`config.mk`:
```
export PLATFORM = sky130hd
export DESIGN_NAME = spc_serial_port_control
export DESIGN_NICKNAME = d
export VERILOG_FILES = /design/src/spc_pkg.sv /design/src/spc_sticky_flag.sv /design/src/spc_serial_port_control.sv
export SDC_FILE = /design/constraint.sdc
export NUM_CORES = 1
export LEC_CHECK = 0
export ABC_AREA = 0
export BUFFER_PORTS_ARGS = -buffer_cell sky130_fd_sc_hd__buf_2
export CORE_ASPECT_RATIO = 0.7
export CORE_MARGIN = 10
export CORE_UTILIZATION = 27
export CTS_BUF_LIST = sky130_fd_sc_hd__clkbuf_16
export DETAILED_ROUTE_END_ITERATION = 8
export PLACE_DENSITY = 0.54
export SYNTH_ARGS = -nofsm -noshare
export SYNTH_HDL_FRONTEND = slang
export SYNTH_SLANG_ARGS = --single-unit
```
`constraint.sdc`:
```
create_clock -name aclk -period 1.85 [get_ports aclk]
set_input_delay 0.37 -clock aclk [delete_from_list [all_inputs] [get_ports aclk]]
set_output_delay 0.37 -clock aclk [all_outputs]
set_load 0.02 [all_outputs]
```
`src/spc_pkg.sv`:
```
/*
  Constants for the serial port control block: register byte addresses,
  field positions, reset values, frame bit positions and bus answers.
  Assumes a 32-bit AXI4-Lite register bus with byte addressing.
*/
package spc_pkg;

  // Bus geometry
  localparam int unsigned ADDR_W = 8;
  localparam int unsigned DATA_W = 32;

  // Register byte addresses
  localparam logic [7:0] ADDR_CONTROL_STATUS = 8'h98;
  localparam logic [7:0] ADDR_RATE_CONFIG    = 8'h9C;
  localparam logic [7:0] ADDR_INT_STATUS     = 8'hA0;
  localparam logic [7:0] ADDR_INT_MASK       = 8'hA4;

  // Control and status field positions
  localparam int unsigned BIT_RECEIVE_DONE   = 0;
  localparam int unsigned BIT_TRANSMIT_DONE  = 1;
  localparam int unsigned BIT_RX_NINTH       = 2;
  localparam int unsigned BIT_TX_NINTH       = 3;
  localparam int unsigned BIT_RECEIVE_ENABLE = 4;
  localparam int unsigned BIT_MP_GATE        = 5;
  localparam int unsigned BIT_MODE_LOW       = 6;
  localparam int unsigned BIT_MODE_HIGH      = 7;

  // Interrupt status and mask field positions
  localparam int unsigned INT_TX_DONE = 0;
  localparam int unsigned INT_RX_DONE = 1;

  // Reset values
  localparam logic [7:0] CONTROL_RESET = 8'h00;
  localparam logic       DIV64_RESET   = 1'b0;
  localparam logic [1:0] MASK_RESET    = 2'h0;

  // Frame bit positions, counted from the first data bit as 0
  localparam logic [3:0] IDX_EIGHTH_DATA = 4'h7;
  localparam logic [3:0] IDX_STOP_8BIT   = 4'h8;
  localparam logic [3:0] IDX_NINTH_DATA  = 4'h8;
  localparam logic [3:0] IDX_STOP_9BIT   = 4'h9;

  // Bus responses
  localparam logic [1:0] RESP_OKAY   = 2'h0;
  localparam logic [1:0] RESP_SLVERR = 2'h2;

  // Clock
  localparam int unsigned CLK_PERIOD_NS = 8;

  // Operating modes, encoded as the two mode-select bits
  typedef enum logic [1:0] {
    SPC_MODE_SHIFT = 2'h0,
    SPC_MODE_UART8 = 2'h1,
    SPC_MODE_FIXED = 2'h2,
    SPC_MODE_UART9 = 2'h3
  } spc_mode_e;

endpackage : spc_pkg

```
`src/spc_sticky_flag.sv`:
```
/*
  One sticky flag bit: set by a hardware event, cleared by a bus clear
  or loaded by a bus write. The hardware set always wins.
  Assumes one clock and a synchronous active-low reset.
*/
`timescale 1ns/1ps
`default_nettype none

module spc_sticky_flag (
  input  wire logic aclk,
  input  wire logic aresetn,
  input  wire logic set,
  input  wire logic clear,
  input  wire logic load,
  input  wire logic load_value,
  output var  logic flag
);

  logic next_flag;

  // Set beats load and clear
  assign next_flag = set | (load ? load_value : (flag & ~clear));

  // Flag storage
  always_ff @(posedge aclk) begin
    if (!aresetn) begin
      flag <= 1'b0;
    end else begin
      flag <= next_flag;
    end
  end

endmodule : spc_sticky_flag

`default_nettype wire

```
`src/spc_serial_port_control.sv`:
```
/*
  Control and status logic of a multifunction serial port, reached over
  AXI4-Lite. Holds mode select, multiprocessor gate, receive enable,
  ninth bits and the done flags, plus an interrupt status and mask.
  Assumes an external shift datapath that pulses one strobe per bit
  shifted, with the bit position counted from the first data bit as 0.
//
// Summary of operation
// - Mode-select 0,0 gives the 8-bit shift register I/O mode.
// - Mode-select 0,1 gives 8-bit asynchronous mode, variable baud rate.
// - Mode-select 1,0 is 9-bit at 1/32 or 1/64 oscillator; 1,1 variable.
// - Shift mode sets transmit-done after the eighth data bit goes out.
// - Asynchronous modes set transmit-done after the frame's last bit.
// - Modes 2 and 3 store the received ninth bit in receive-ninth-bit.
// - Mode 1 with gate clear stores the stop bit in receive-ninth-bit.
// - Receive-ninth-bit carries no meaning in shift mode.
// - Modes 2, 3 with gate set: ninth bit 0 leaves receive-done clear.
// - Mode 1 with gate set: receive-done depends on the stop bit.
*/
`timescale 1ns/1ps
`default_nettype none

module spc_serial_port_control
  import spc_pkg::*;
(
  input  wire logic              aclk,
  input  wire logic              aresetn,
  // AXI4-Lite write address
  input  wire logic [ADDR_W-1:0] s_axi_awaddr,
  input  wire logic              s_axi_awvalid,
  output var  logic              s_axi_awready,
  // AXI4-Lite write data
  input  wire logic [DATA_W-1:0] s_axi_wdata,
  input  wire logic [3:0]        s_axi_wstrb,
  input  wire logic              s_axi_wvalid,
  output var  logic              s_axi_wready,
  // AXI4-Lite write response
  output var  logic [1:0]        s_axi_bresp,
  output var  logic              s_axi_bvalid,
  input  wire logic              s_axi_bready,
  // AXI4-Lite read address
  input  wire logic [ADDR_W-1:0] s_axi_araddr,
  input  wire logic              s_axi_arvalid,
  output var  logic              s_axi_arready,
  // AXI4-Lite read data
  output var  logic [DATA_W-1:0] s_axi_rdata,
  output var  logic [1:0]        s_axi_rresp,
  output var  logic              s_axi_rvalid,
  input  wire logic              s_axi_rready,
  // Shift datapath status
  input  wire logic              tx_bit_strobe,
  input  wire logic [3:0]        tx_bit_index,
  input  wire logic              rx_bit_strobe,
  input  wire logic [3:0]        rx_bit_index,
  input  wire logic              rx_bit_value,
  // Shift datapath control
  output var  logic [1:0]        mode_select,
  output var  logic              nine_bit_frame,
  output var  logic              fixed_rate_div64,
  output var  logic              receive_enable,
  output var  logic              transmit_ninth_bit,
  // Interrupt
  output var  logic              irq
);

  // Held write address and data
  logic [ADDR_W-1:0] aw_addr;
  logic              aw_held;
  logic [7:0]        w_byte;
  logic              w_lane0;
  logic              w_held;

  // Control register fields
  logic       mode_select_high;
  logic       mode_select_low;
  logic       multiprocessor_gate;
  logic       receive_ninth_bit;
  logic       transmit_done_flag;
  logic       receive_done_flag;
  logic       rx_ninth_pending;
  logic [1:0] int_status;
  logic [1:0] int_mask;
  spc_mode_e  mode;

  // Bus handshakes and decode
  wire aw_take    = s_axi_awvalid & s_axi_awready;
  wire w_take     = s_axi_wvalid & s_axi_wready;
  wire ar_take    = s_axi_arvalid & s_axi_arready;
  wire wr_commit  = aw_held & w_held & ~s_axi_bvalid;
  wire wr_ctl     = wr_commit & w_lane0 & (aw_addr == ADDR_CONTROL_STATUS);
  wire wr_rate    = wr_commit & w_lane0 & (aw_addr == ADDR_RATE_CONFIG);
  wire wr_mask    = wr_commit & w_lane0 & (aw_addr == ADDR_INT_MASK);
  wire wr_mapped  = (aw_addr == ADDR_CONTROL_STATUS) |
                    (aw_addr == ADDR_RATE_CONFIG) |
                    (aw_addr == ADDR_INT_STATUS) |
                    (aw_addr == ADDR_INT_MASK);
  wire rd_ctl     = s_axi_araddr == ADDR_CONTROL_STATUS;
  wire rd_rate    = s_axi_araddr == ADDR_RATE_CONFIG;
  wire rd_status  = s_axi_araddr == ADDR_INT_STATUS;
  wire rd_mask    = s_axi_araddr == ADDR_INT_MASK;
  wire rd_mapped  = rd_ctl | rd_rate | rd_status | rd_mask;
  wire rd_clear   = ar_take & rd_status;

  assign s_axi_awready = ~aw_held & ~s_axi_bvalid;
  assign s_axi_wready  = ~w_held & ~s_axi_bvalid;
  assign s_axi_arready = ~s_axi_rvalid;

  // mode decode from the two select bits
  assign mode = spc_mode_e'({mode_select_high, mode_select_low});
  assign mode_select = {mode_select_high, mode_select_low};
  // nine-bit frame in modes 2 and 3
  assign nine_bit_frame = mode_select_high;

  wire is_shift = (mode == SPC_MODE_SHIFT);
  wire is_uart8 = (mode == SPC_MODE_UART8);

  // transmit done at eighth bit in shift mode
  wire tx_done_shift = tx_bit_strobe & is_shift &
                       (tx_bit_index == IDX_EIGHTH_DATA);
  // transmit done at stop bit otherwise
  wire tx_done_uart8 = tx_bit_strobe & is_uart8 &
                       (tx_bit_index == IDX_STOP_8BIT);
  wire tx_done_uart9 = tx_bit_strobe & nine_bit_frame &
                       (tx_bit_index == IDX_STOP_9BIT);
  wire tx_done_event = tx_done_shift | tx_done_uart8 | tx_done_uart9;

  // bits only count while reception is enabled
  wire rx_strobe = rx_bit_strobe & receive_enable;
  // shift mode receive end at eighth bit
  wire rx_end_shift = rx_strobe & is_shift &
                      (rx_bit_index == IDX_EIGHTH_DATA);
  wire rx_stop8     = rx_strobe & is_uart8 &
                      (rx_bit_index == IDX_STOP_8BIT);
  wire rx_ninth_cap = rx_strobe & nine_bit_frame &
                      (rx_bit_index == IDX_NINTH_DATA);
  wire rx_stop9     = rx_strobe & nine_bit_frame &
                      (rx_bit_index == IDX_STOP_9BIT);
  // gate set in mode 1 needs a stop bit of 1
  wire rx_ok8 = rx_stop8 & (~multiprocessor_gate | rx_bit_value);
  // gate set in modes 2, 3 needs a ninth bit of 1
  wire rx_ok9 = rx_stop9 & (~multiprocessor_gate | rx_ninth_pending);
  wire rx_done_event = rx_end_shift | rx_ok8 | rx_ok9;

  // mode 1 stop bit into ninth field when gate clear
  wire rb8_load_stop  = rx_stop8 & ~multiprocessor_gate;
  // ninth data bit into ninth field at frame end
  wire rb8_load_ninth = rx_stop9;

  // Held write address
  always_ff @(posedge aclk) begin
    if (!aresetn) begin
      aw_held <= 1'b0;
      aw_addr <= '0;
    end else if (aw_take) begin
      aw_held <= 1'b1;
      aw_addr <= s_axi_awaddr;
    end else if (wr_commit) begin
      aw_held <= 1'b0;
    end
  end

  // Held write data, low byte only
  always_ff @(posedge aclk) begin
    if (!aresetn) begin
      w_held  <= 1'b0;
      w_byte  <= 8'h00;
      w_lane0 <= 1'b0;
    end else if (w_take) begin
      w_held  <= 1'b1;
      w_byte  <= s_axi_wdata[7:0];
      w_lane0 <= s_axi_wstrb[0];
    end else if (wr_commit) begin
      w_held <= 1'b0;
    end
  end

  // Write response
  always_ff @(posedge aclk) begin
    if (!aresetn) begin
      s_axi_bvalid <= 1'b0;
      s_axi_bresp  <= RESP_OKAY;
    end else if (wr_commit) begin
      s_axi_bvalid <= 1'b1;
      s_axi_bresp  <= wr_mapped ? RESP_OKAY : RESP_SLVERR;
    end else if (s_axi_bready) begin
      s_axi_bvalid <= 1'b0;
    end
  end

  // Software-owned control fields
  always_ff @(posedge aclk) begin
    if (!aresetn) begin
      mode_select_high    <= CONTROL_RESET[BIT_MODE_HIGH];
      mode_select_low     <= CONTROL_RESET[BIT_MODE_LOW];
      multiprocessor_gate <= CONTROL_RESET[BIT_MP_GATE];
      receive_enable      <= CONTROL_RESET[BIT_RECEIVE_ENABLE];
      transmit_ninth_bit  <= CONTROL_RESET[BIT_TX_NINTH];
    end else if (wr_ctl) begin
      mode_select_high    <= w_byte[BIT_MODE_HIGH];
      mode_select_low     <= w_byte[BIT_MODE_LOW];
      multiprocessor_gate <= w_byte[BIT_MP_GATE];
      receive_enable      <= w_byte[BIT_RECEIVE_ENABLE];
      transmit_ninth_bit  <= w_byte[BIT_TX_NINTH];
    end
  end

  // received ninth bit; left untouched in shift mode
  always_ff @(posedge aclk) begin
    if (!aresetn) begin
      receive_ninth_bit <= CONTROL_RESET[BIT_RX_NINTH];
      rx_ninth_pending  <= 1'b0;
    end else begin
      if (rx_ninth_cap) begin
        rx_ninth_pending <= rx_bit_value;
      end
      if (rb8_load_ninth) begin
        receive_ninth_bit <= rx_ninth_pending;
      end else if (rb8_load_stop) begin
        receive_ninth_bit <= rx_bit_value;
      end else if (wr_ctl) begin
        receive_ninth_bit <= w_byte[BIT_RX_NINTH];
      end
    end
  end

  // Rate divider select for mode 2
  always_ff @(posedge aclk) begin
    if (!aresetn) begin
      fixed_rate_div64 <= DIV64_RESET;
    end else if (wr_rate) begin
      fixed_rate_div64 <= w_byte[0];
    end
  end

  // Interrupt mask
  always_ff @(posedge aclk) begin
    if (!aresetn) begin
      int_mask <= MASK_RESET;
    end else if (wr_mask) begin
      int_mask <= w_byte[1:0];
    end
  end

  // done flags change only by hardware set or software write
  spc_sticky_flag u_transmit_done (
    .aclk       (aclk),
    .aresetn    (aresetn),
    .set        (tx_done_event),
    .clear      (1'b0),
    .load       (wr_ctl),
    .load_value (w_byte[BIT_TRANSMIT_DONE]),
    .flag       (transmit_done_flag)
  );

  spc_sticky_flag u_receive_done (
    .aclk       (aclk),
    .aresetn    (aresetn),
    .set        (rx_done_event),
    .clear      (1'b0),
    .load       (wr_ctl),
    .load_value (w_byte[BIT_RECEIVE_DONE]),
    .flag       (receive_done_flag)
  );

  // Interrupt status bits, cleared by reading them
  spc_sticky_flag u_int_tx (
    .aclk       (aclk),
    .aresetn    (aresetn),
    .set        (tx_done_event),
    .clear      (rd_clear),
    .load       (1'b0),
    .load_value (1'b0),
    .flag       (int_status[INT_TX_DONE])
  );

  spc_sticky_flag u_int_rx (
    .aclk       (aclk),
    .aresetn    (aresetn),
    .set        (rx_done_event),
    .clear      (rd_clear),
    .load       (1'b0),
    .load_value (1'b0),
    .flag       (int_status[INT_RX_DONE])
  );

  // Level interrupt from unmasked status
  assign irq = |(int_status & int_mask);

  // Read data selection
  wire [7:0] ctl_view = {mode_select_high, mode_select_low,
                         multiprocessor_gate, receive_enable,
                         transmit_ninth_bit, receive_ninth_bit,
                         transmit_done_flag, receive_done_flag};
  wire [7:0] rd_byte  = rd_ctl    ? ctl_view :
                        rd_rate   ? {7'h00, fixed_rate_div64} :
                        rd_status ? {6'h00, int_status} :
                        rd_mask   ? {6'h00, int_mask} : 8'h00;

  // Read response
  always_ff @(posedge aclk) begin
    if (!aresetn) begin
      s_axi_rvalid <= 1'b0;
      s_axi_rdata  <= '0;
      s_axi_rresp  <= RESP_OKAY;
    end else if (ar_take) begin
      s_axi_rvalid <= 1'b1;
      s_axi_rdata  <= {24'h000000, rd_byte};
      s_axi_rresp  <= rd_mapped ? RESP_OKAY : RESP_SLVERR;
    end else if (s_axi_rready) begin
      s_axi_rvalid <= 1'b0;
    end
  end

endmodule : spc_serial_port_control

`default_nettype wire

```
==> results of run 1 <==
where the power goes:
group	leakage, nW	switching [W]	internal, W
clock	0.0803	0.000365	0.000634
sequential	0.366	0.0000235	0.00100
combinational	0.713	0.000173	0.0000914
total	1.16	0.000562	0.00173
synth_stat cells, types with 3 or more instances:
library cell / instances / area share, %
a21oi_1: 26 / 6.0
a22oi_1: 7 / 2.4
buf_4: 29 / 10
clkbuf_1: 8 / 1.4
dfxtp_1: 45 / 42
inv_1: 8 / 1.4
mux2i_1: 12 / 5.5
nand2_1: 42 / 7.3
nand4_1: 3 / 0.87
nor2_1: 20 / 3.5
nor3_1: 3 / 0.69
o2111ai_1: 3 / 1.2
o21ai_0: 5 / 1.2
or3b_2: 3 / 1.2
area by class of cell:
class / instances / area (µm²)
Clock buffer: 5 / 125
Inverter: 9 / 33.8
Multi-Input combinational cell: 189 / 1070
Timing Repair Buffer: 71 / 385
Tap cell: 101 / 126
Sequential cell: 45 / 901
Fill cell: 880 / 5150
Clock inverter: 2 / 38.8
per-stage QoR:
stage,std cells,hold slack [ps],utilization [%]
after floorplan,281,432,-
after global placement,415,444,32.1
after detailed placement,415,447,32.1
after CTS,422,313,34.2
after global routing,422,318,34.2
final,422,316,34.2
cell families after synthesis:
logic type / Yosys count / share of synthesized area [%]
DFF: 45 / 41.6
buffers and inverters: 47 / 13.2
and+or+nand+nor: 96 / 23.5
AOI/OAI and AO/OA: 55 / 16.0
other: 1 / 0.173
muxes: 12 / 5.55
state kept, by name, indices dropped and copies added (netlist names), 2 cells and up:
signal	count
aw_addr	8
int_mask	2
s_axi_rdata	8
w_byte	8
worst max-delay path, delay by kind of cell, from the launching register on:
family             cells  cell delay (ps)
DFF                    1              320
and+or+nand+nor        2              830
AOI/OAI and AO/OA      1               80
muxes                  1              260
layer usage:
| metal | wire length, µm | track usage (%) |
|---|---|---|
| met5 | 0 | 0 |
| met4 | 46 | 2.84 |
| met1 | 2840 | 12.8 |
| met3 | 482 | 4.20 |
| met2 | 2540 | 14.0 |
cells in the final DEF (no fill, tap or decap), types with 2 or more instances in the layout:
master,netlist,routed
inv_1,8,8
a31oi_1,2,2
or3b_2,3,3
or3b_1,2,2
nor3b_1,2,2
o21ai_0,5,5
o22ai_1,2,2
and3b_1,2,2
nand2_1,42,42
dfxtp_1,45,45
o31ai_1,2,2
nand2b_1,2,2
a21oi_1,26,26
buf_2,1,64
and4bb_2,2,2
o2111ai_1,3,3
nand4_1,3,3
clkbuf_16,0,5
buf_4,29,6
nor2_1,20,20
nor2b_1,2,2
mux2i_1,12,12
and2_1,2,2
a22oi_1,7,7
nor3_1,3,3
conb_1,1,26
worst min path at each step:
stage,depth (start not counted),endpoint,start,slack (ps)
after floorplan,2,aw_addr[6],aw_addr[6],430
after detailed placement,2,aw_addr[6],aw_addr[6],450
after global placement,2,aw_addr[6],aw_addr[6],440
final,3,aw_addr[6],s_axi_awaddr[6],320
after CTS,3,aw_addr[6],s_axi_awaddr[6],310
after global routing,3,w_byte[5],s_axi_wdata[5],320
==> results.toml, run 1 <==
[logic_synthesis]
yosysUniqueCellTypes = 46
synth_flop_cell = "dfxtp_1"
synth_edf_count = 0
ys_seq_elements = 45
syn_area_mm2 = 0.00217
synthArstFlopShare_pct = 0
synth_warnings = 0
yosysSeqAreaShare_pct = 41.6
avgSynthCellArea_um2 = 8.46
synthCells = 256

[cells_and_area]
fin_nets = 391
diodes = 0
fin_area_mm2 = 0.00268
synthToLayoutAreaGrowth_pct = 23.9
drive_gt1_share_pct = 27.7

[routing]
first_iter_violations = 40
viasPerCell = 4.40
vias = 1858
drc = 0
wl_um = 5920
final_antenna_net_count = 0
wl_per_cell_um = 14.0
dr.pass1.iters = 4

[sta]
drv_slew = 0
finalCritPeriodShare_pct = 88.1
period_needed_ps = 1630
tns_ps = 0
setup-violations-final = 0
finalWorstSetupSlack_ps = 220
rsz0062_at_grt = "no"
finClkSkew_ps = 5.79
maxClockFrequency_mhz = 614
hold_viol = 0

[min_path]
hp-class = "in2reg"

[cts]
insertion_delay_ps = 280
root_buffer = "clkbuf_16"
cts_tree = "done"
clock_path_buffers = 2
path_clk_slew_ps = 60
cts-htree-levels = 2
numCtsBuffers = 5
clkSinkCount = 45
hold_buffers = 0
cts_post_setup_buffers_inserted = 0
ctsResizeCount = 0

[worst_setup_path]
crit_path_end = "u_transmit_done.flag"
cpPeakStageDelay_ps = 500
required_ps = 2000
crit_fanout = 8
crit_type = "reg2reg"
r2r_cells = 4
cp-end-kind = "flip-flop"
critPathLaunchType = "flip-flop"
regToRegEndpoint = "u_transmit_done.flag"
critical_path_arrival_ps = 1780
r2r_slack_ps = 220
reg2reg_from = "aw_addr[0]"
crit_start = "aw_addr[0]"
slowest_stage = "and4_1"
cp_cell_sequence = "and4bb_2 > and4_1 > mux2i_1 > a21oi_1"

[pwr]
p_per_area_mw_per_mm2 = 855
cellLeakagePower_nw = 1.16
finalPower_w = 0.00229
ir_worst_vdd_mv = 0.478

[floorplanning]
die_w_um = 127
fp.dieH_um = 94.9
design.die.area_mm2 = 0.0121
coreArea_mm2 = 0.00784
start_util_pct = 27.6
ios = 118
rows = 27

[placed_design]
dpl_cell_area_mm2 = 0.00252
hpwl_um = 4800
io_buffers = 64
place.gp.congestion = 0.835
place_ws_ps = 83.9

[flow_run]
maxCapViolCount = 0

[global_route]
first_global_vias = 1859
grt_usage_pct = 9.71
grt_max_degree = 31
grt_antenna_before_repair = 0
grt_pass1_wl_um = 9510
grt_overflow_total = 0

[status]
status = "complete, no violations"
Note: power is estimated with default switching activity, not from simulation.
==> run 2: changes to the inputs <==
CORE_UTILIZATION = 44   (was 27)
GPL_TIMING_DRIVEN = 0   (was unset)
PLACE_DENSITY = 0.79   (was 0.54)
==> run 2 against run 1 <==
Compared with the run above: first-iteration DRC count rose to 2.6 times the previous value; highest routed layer unchanged; sequential share of layout area fell by 2.0 points; cell count fell by 0.24%; critical path type unchanged; largest cell class unchanged; combinational power rose by 12%; critical endpoint is now receive_ninth_bit.
==> results.toml, run 2 (synthesis results as in run 1) <==
[status]
status = "complete, no violations"

[floorplanning]
coreArea_mm2 = 0.00478
ios = 118
die_w_um = 104
fp.dieH_um = 78.7
rows = 21
design.die.area_mm2 = 0.00817
start_util_pct = 45.3

[worst_setup_path]
reg2reg_from = "s_axi_bvalid"
critPathLaunchType = "flip-flop"
cpPeakStageDelay_ps = 430
regToRegEndpoint = "receive_ninth_bit"
cp_cell_sequence = "and4bb_2 > and4_1 > buf_4 > a211oi_1 > o22ai_1"
cp-end-kind = "flip-flop"
r2r_slack_ps = 260
crit_type = "reg2reg"
r2r_cells = 5
crit_fanout = 8
critical_path_arrival_ps = 1750
slowest_stage = "dfxtp_1"
required_ps = 2010

[cts]
path_clk_slew_ps = 60
insertion_delay_ps = 280
clkSinkCount = 45
hold_buffers = 0
cts-htree-levels = 2
ctsResizeCount = 0
root_buffer = "clkbuf_16"
cts_tree = "done"
numCtsBuffers = 5
cts_post_setup_buffers_inserted = 0
clock_path_buffers = 2

[sta]
relSlewSlack_pct = 64.7
rsz0062_at_grt = "no"
finalCritPeriodShare_pct = 85.7
maxClockFrequency_mhz = 631
finClkSkew_ps = 2.39
setup-violations-final = 0
hold_viol = 0
finalWorstSetupSlack_ps = 264
worst_pin_slew_ps = 529
period_needed_ps = 1590
tns_ps = 0
drv_slew = 0

[global_route]
grt_usage_pct = 13.8
first_global_vias = 1895
grt_overflow_total = 0
grt_antenna_before_repair = 0
grt_max_degree = 15
grt_pass1_wl_um = 9290

[cells_and_area]
diodes = 0
fin_nets = 421
drive_gt1_share_pct = 31.8
synthToLayoutAreaGrowth_pct = 31.7
postLayoutCoreUtil_pct = 59.6
fillers = 460
final_common_cell = "buf_2"
top_regs = "aw_addr x8, s_axi_rdata x8, w_byte x8"
final_cell_mix = "buf_2, dfxtp_1, nand2_1"

[pwr]
p_per_area_mw_per_mm2 = 860
finalPower_w = 0.00245
ir_worst_vdd_mv = 0.625
cellLeakagePower_nw = 1.30

[routing]
wl_um = 5750
final_antenna_net_count = 0
first_iter_violations = 103
vias = 1990
viasPerCell = 4.73
wl_per_cell_um = 13.7
drc = 0
dr.pass1.iters = 4

[placed_design]
place.gp.congestion = 0.864
io_buffers = 63
place_ws_ps = 84.4
hpwl_um = 4620

[min_path]
min_to = "w_byte[1]"
min_from = "s_axi_wdata[1]"
hp-class = "in2reg"
holdPathStages = 3

[flow_run]
maxCapViolCount = 0
## run 2: how the worst max path moves through the flow
stage                          from  cells past startpoint                end  slack, ps
floorplan           s_axi_araddr[6]                      4      u_int_tx.flag        260
global placement    s_axi_araddr[6]                      5      u_int_rx.flag        100
detailed placement  s_axi_araddr[6]                      5      u_int_tx.flag         80
CTS                    s_axi_bvalid                      5  receive_ninth_bit        290
global route         nine_bit_frame                      5  receive_ninth_bit        150
finish                 s_axi_bvalid                      5  receive_ninth_bit        260
## run 2: worst max-delay path, delay by kind of cell, from the launching register on
family / cells / cell delay (ps)
buf+inv: 1 / 180
compound gates: 2 / 360
simple gates: 2 / 490
flops: 1 / 430
## run 2: routing by layer
layer	track usage, %	up-vias	wire length (µm)
li1	-	1027	-
met1	18.4	884	2800
met2	19.7	74	2310
met3	5.97	5	604
met4	4.16	0	36
met5	0	-	0
## run 2: area by class of cell
cell class | count | area [µm²] | area share, %
clock inverter | 3 | 65.1 | 2.28
clock buffer | 5 | 125 | 4.39
tap | 69 | 86.3 | 3.03
multi-input combinational | 189 | 1070 | 37.6
buffer | 38 | 253 | 8.86
timing repair buffer | 63 | 315 | 11.1
inverter | 9 | 33.8 | 1.18
sequential | 45 | 901 | 31.6
## run 2: power breakdown
group | internal (W) | switching, W
clock network | 0.000770 | 0.000353
logic | 0.000121 | 0.000177
registers | 0.00100 | 0.0000269
## run 2: per-stage QoR
stage / hold slack (ps) / instance area [µm²] / cells
2_1_floorplan: 432 / 2260 / 281
3_3_place_gp: 439 / 2660 / 413
3_5_place_dp: 448 / 2660 / 413
4_1_cts: 313 / 2850 / 421
5_1_grt: 318 / 2850 / 421
6_report: 318 / 2850 / 421
==> run 3: changes to the inputs <==
CORE_ASPECT_RATIO = unset   (was 0.7)
==> run 3 against run 2 <==
Compared with the run above: total power decreased by 10%; combinational power barely moved; highest routed layer unchanged; worst hold slack improved by 1.3 ps; critical path depth stayed put; sequential power is essentially flat; critical path type unchanged; first-iteration DRC count increased by 6.8%; clock-buffer cell count did not move; register-to-register slack improved by 30 ps; cell area is 1.6% lower; die area is 0.55% lower; fmax is 1.7% higher.
==> results.toml, run 3 (synthesis results as in run 1) <==
[min_path]
holdPathStages = 3
min_from = "s_axi_wdata[6]"
min_to = "w_byte[6]"
hp-class = "in2reg"

[sta]
finalCritPeriodShare_pct = 84.3
relSlewSlack_pct = 65.1
maxClockFrequency_mhz = 641
period_needed_ps = 1560
drv_slew = 0
hold_viol = 0
rsz0062_at_grt = "no"
finClkSkew_ps = 3.61
tns_ps = 0
setup-violations-final = 0
finalHoldWorstSlack_ps = 320
finalWorstSetupSlack_ps = 291
worst_pin_slew_ps = 523

[floorplanning]
rows = 25
ios = 118
start_util_pct = 45.6
design.die.area_mm2 = 0.00813
fp.dieH_um = 90.2
coreArea_mm2 = 0.00475
die_w_um = 90.2

[placed_design]
dpl_cell_area_mm2 = 0.00266
hpwl_um = 4550
place.gp.congestion = 0.790
place_ws_ps = 82.4
io_buffers = 63

[worst_setup_path]
critPathLaunchType = "flip-flop"
crit_fanout = 8
regToRegEndpoint = "u_transmit_done.flag"
crit_type = "reg2reg"
reg2reg_from = "s_axi_bvalid"
critical_path_arrival_ps = 1710
r2r_slack_ps = 290
cp-end-kind = "flip-flop"
r2r_cells = 5
required_ps = 2000

[cells_and_area]
synthToLayoutAreaGrowth_pct = 29.6
fillers = 450
top_regs = "aw_addr x8, s_axi_rdata x8, w_byte x8"
fin_area_mm2 = 0.00281
final_cell_mix = "buf_2, dfxtp_1, nand2_1"
diodes = 0
fin_nets = 421
drive_gt1_share_pct = 31.8
final_common_cell = "buf_2"

[routing]
final_antenna_net_count = 0
wl_um = 5630
wl_per_cell_um = 13.4
drc = 0
first_iter_violations = 110
viasPerCell = 4.75
dr.pass1.iters = 4
vias = 1991

[pwr]
p_per_area_mw_per_mm2 = 784
cellLeakagePower_nw = 1.27
ir_worst_vdd_mv = 0.367

[global_route]
use_met2_pct = 23.1
use_met1_pct = 14.3
grt_usage_pct = 13.3
grt_overflow_total = 0
grt_util_met3_pct = 4.99
busiest_layer = "met2"
grt_antenna_before_repair = 0
grt_pass1_wl_um = 9070
grt_max_degree = 16
first_global_vias = 2021

[flow_run]
maxCapViolCount = 0

[cts]
clock_path_buffers = 2
insertion_delay_ps = 280
cts_post_setup_buffers_inserted = 0
numCtsBuffers = 5
clkSinkCount = 45
cts_tree = "done"
path_clk_slew_ps = 60
hold_buffers = 0
cts-htree-levels = 2
ctsResizeCount = 0
root_buffer = "clkbuf_16"

[status]
status = "complete, no violations"
run 3: cell types whose count changed in the layout (fill, tap and decap cells not counted):
cell,delta
bufinv_16,-2
clkinv_2,-1
clkinvlp_4,+3
run 3: through the flow:
stage	util (%)	power (W)	cells
after global routing	59.0	0.00230	419
after CTS	59.0	0.00221	419
after detailed placement	55.9	0.00135	411
final	59.0	0.00220	419
after global placement	55.9	0.00134	411
after floorplan	-	0.00125	281
run 3: worst max-delay path by stage:
stage                          from                   end  slack (ps)  depth (start not counted)
finish                 s_axi_bvalid  u_transmit_done.flag         290                          5
global placement    s_axi_araddr[6]         u_int_rx.flag          90                          5
floorplan           s_axi_araddr[6]         u_int_tx.flag         260                          4
detailed placement  s_axi_araddr[6]         u_int_rx.flag          80                          5
CTS                    s_axi_bvalid  u_transmit_done.flag         290                          5
global route         nine_bit_frame     receive_ninth_bit         140                          5
run 3: report_power, final:
group | switching (W) | leakage, nW | total, W | internal [W]
Sequential | 0.0000256 | 0.366 | 0.00103 | 0.00100
Clock | 0.000372 | 0.0621 | 0.000871 | 0.000499
Combinational | 0.000178 | 0.840 | 0.000299 | 0.000121
run 3: area by class of cell:
| type | count | area, µm² | area share [%] |
|---|---|---|---|
| Buffer | 38 | 253 | 9.01 |
| Clock buffer | 5 | 125 | 4.46 |
| Clock inverter | 3 | 22.5 | 0.802 |
| Inverter | 9 | 33.8 | 1.20 |
| Multi-Input combinational cell | 189 | 1070 | 38.2 |
| Sequential cell | 45 | 901 | 32.1 |
| Tap cell | 67 | 83.8 | 2.99 |
| Timing Repair Buffer | 63 | 315 | 11.2 |
run 3: metal layers:
| metal | wire length (µm) | part of all wire (%) |
|---|---|---|
| met5 | 0 | 0 |
| met4 | 88 | 1.6 |
| met1 | 2350 | 42 |
| met2 | 2730 | 48 |
| met3 | 463 | 8.2 |
run 3: critical path, stage by stage (launching register included):
cell	delay, ps
dfxtp_1	360
and4bb_2	380
and4_1	190
buf_4	190
mux2i_1	220
a21oi_1	90
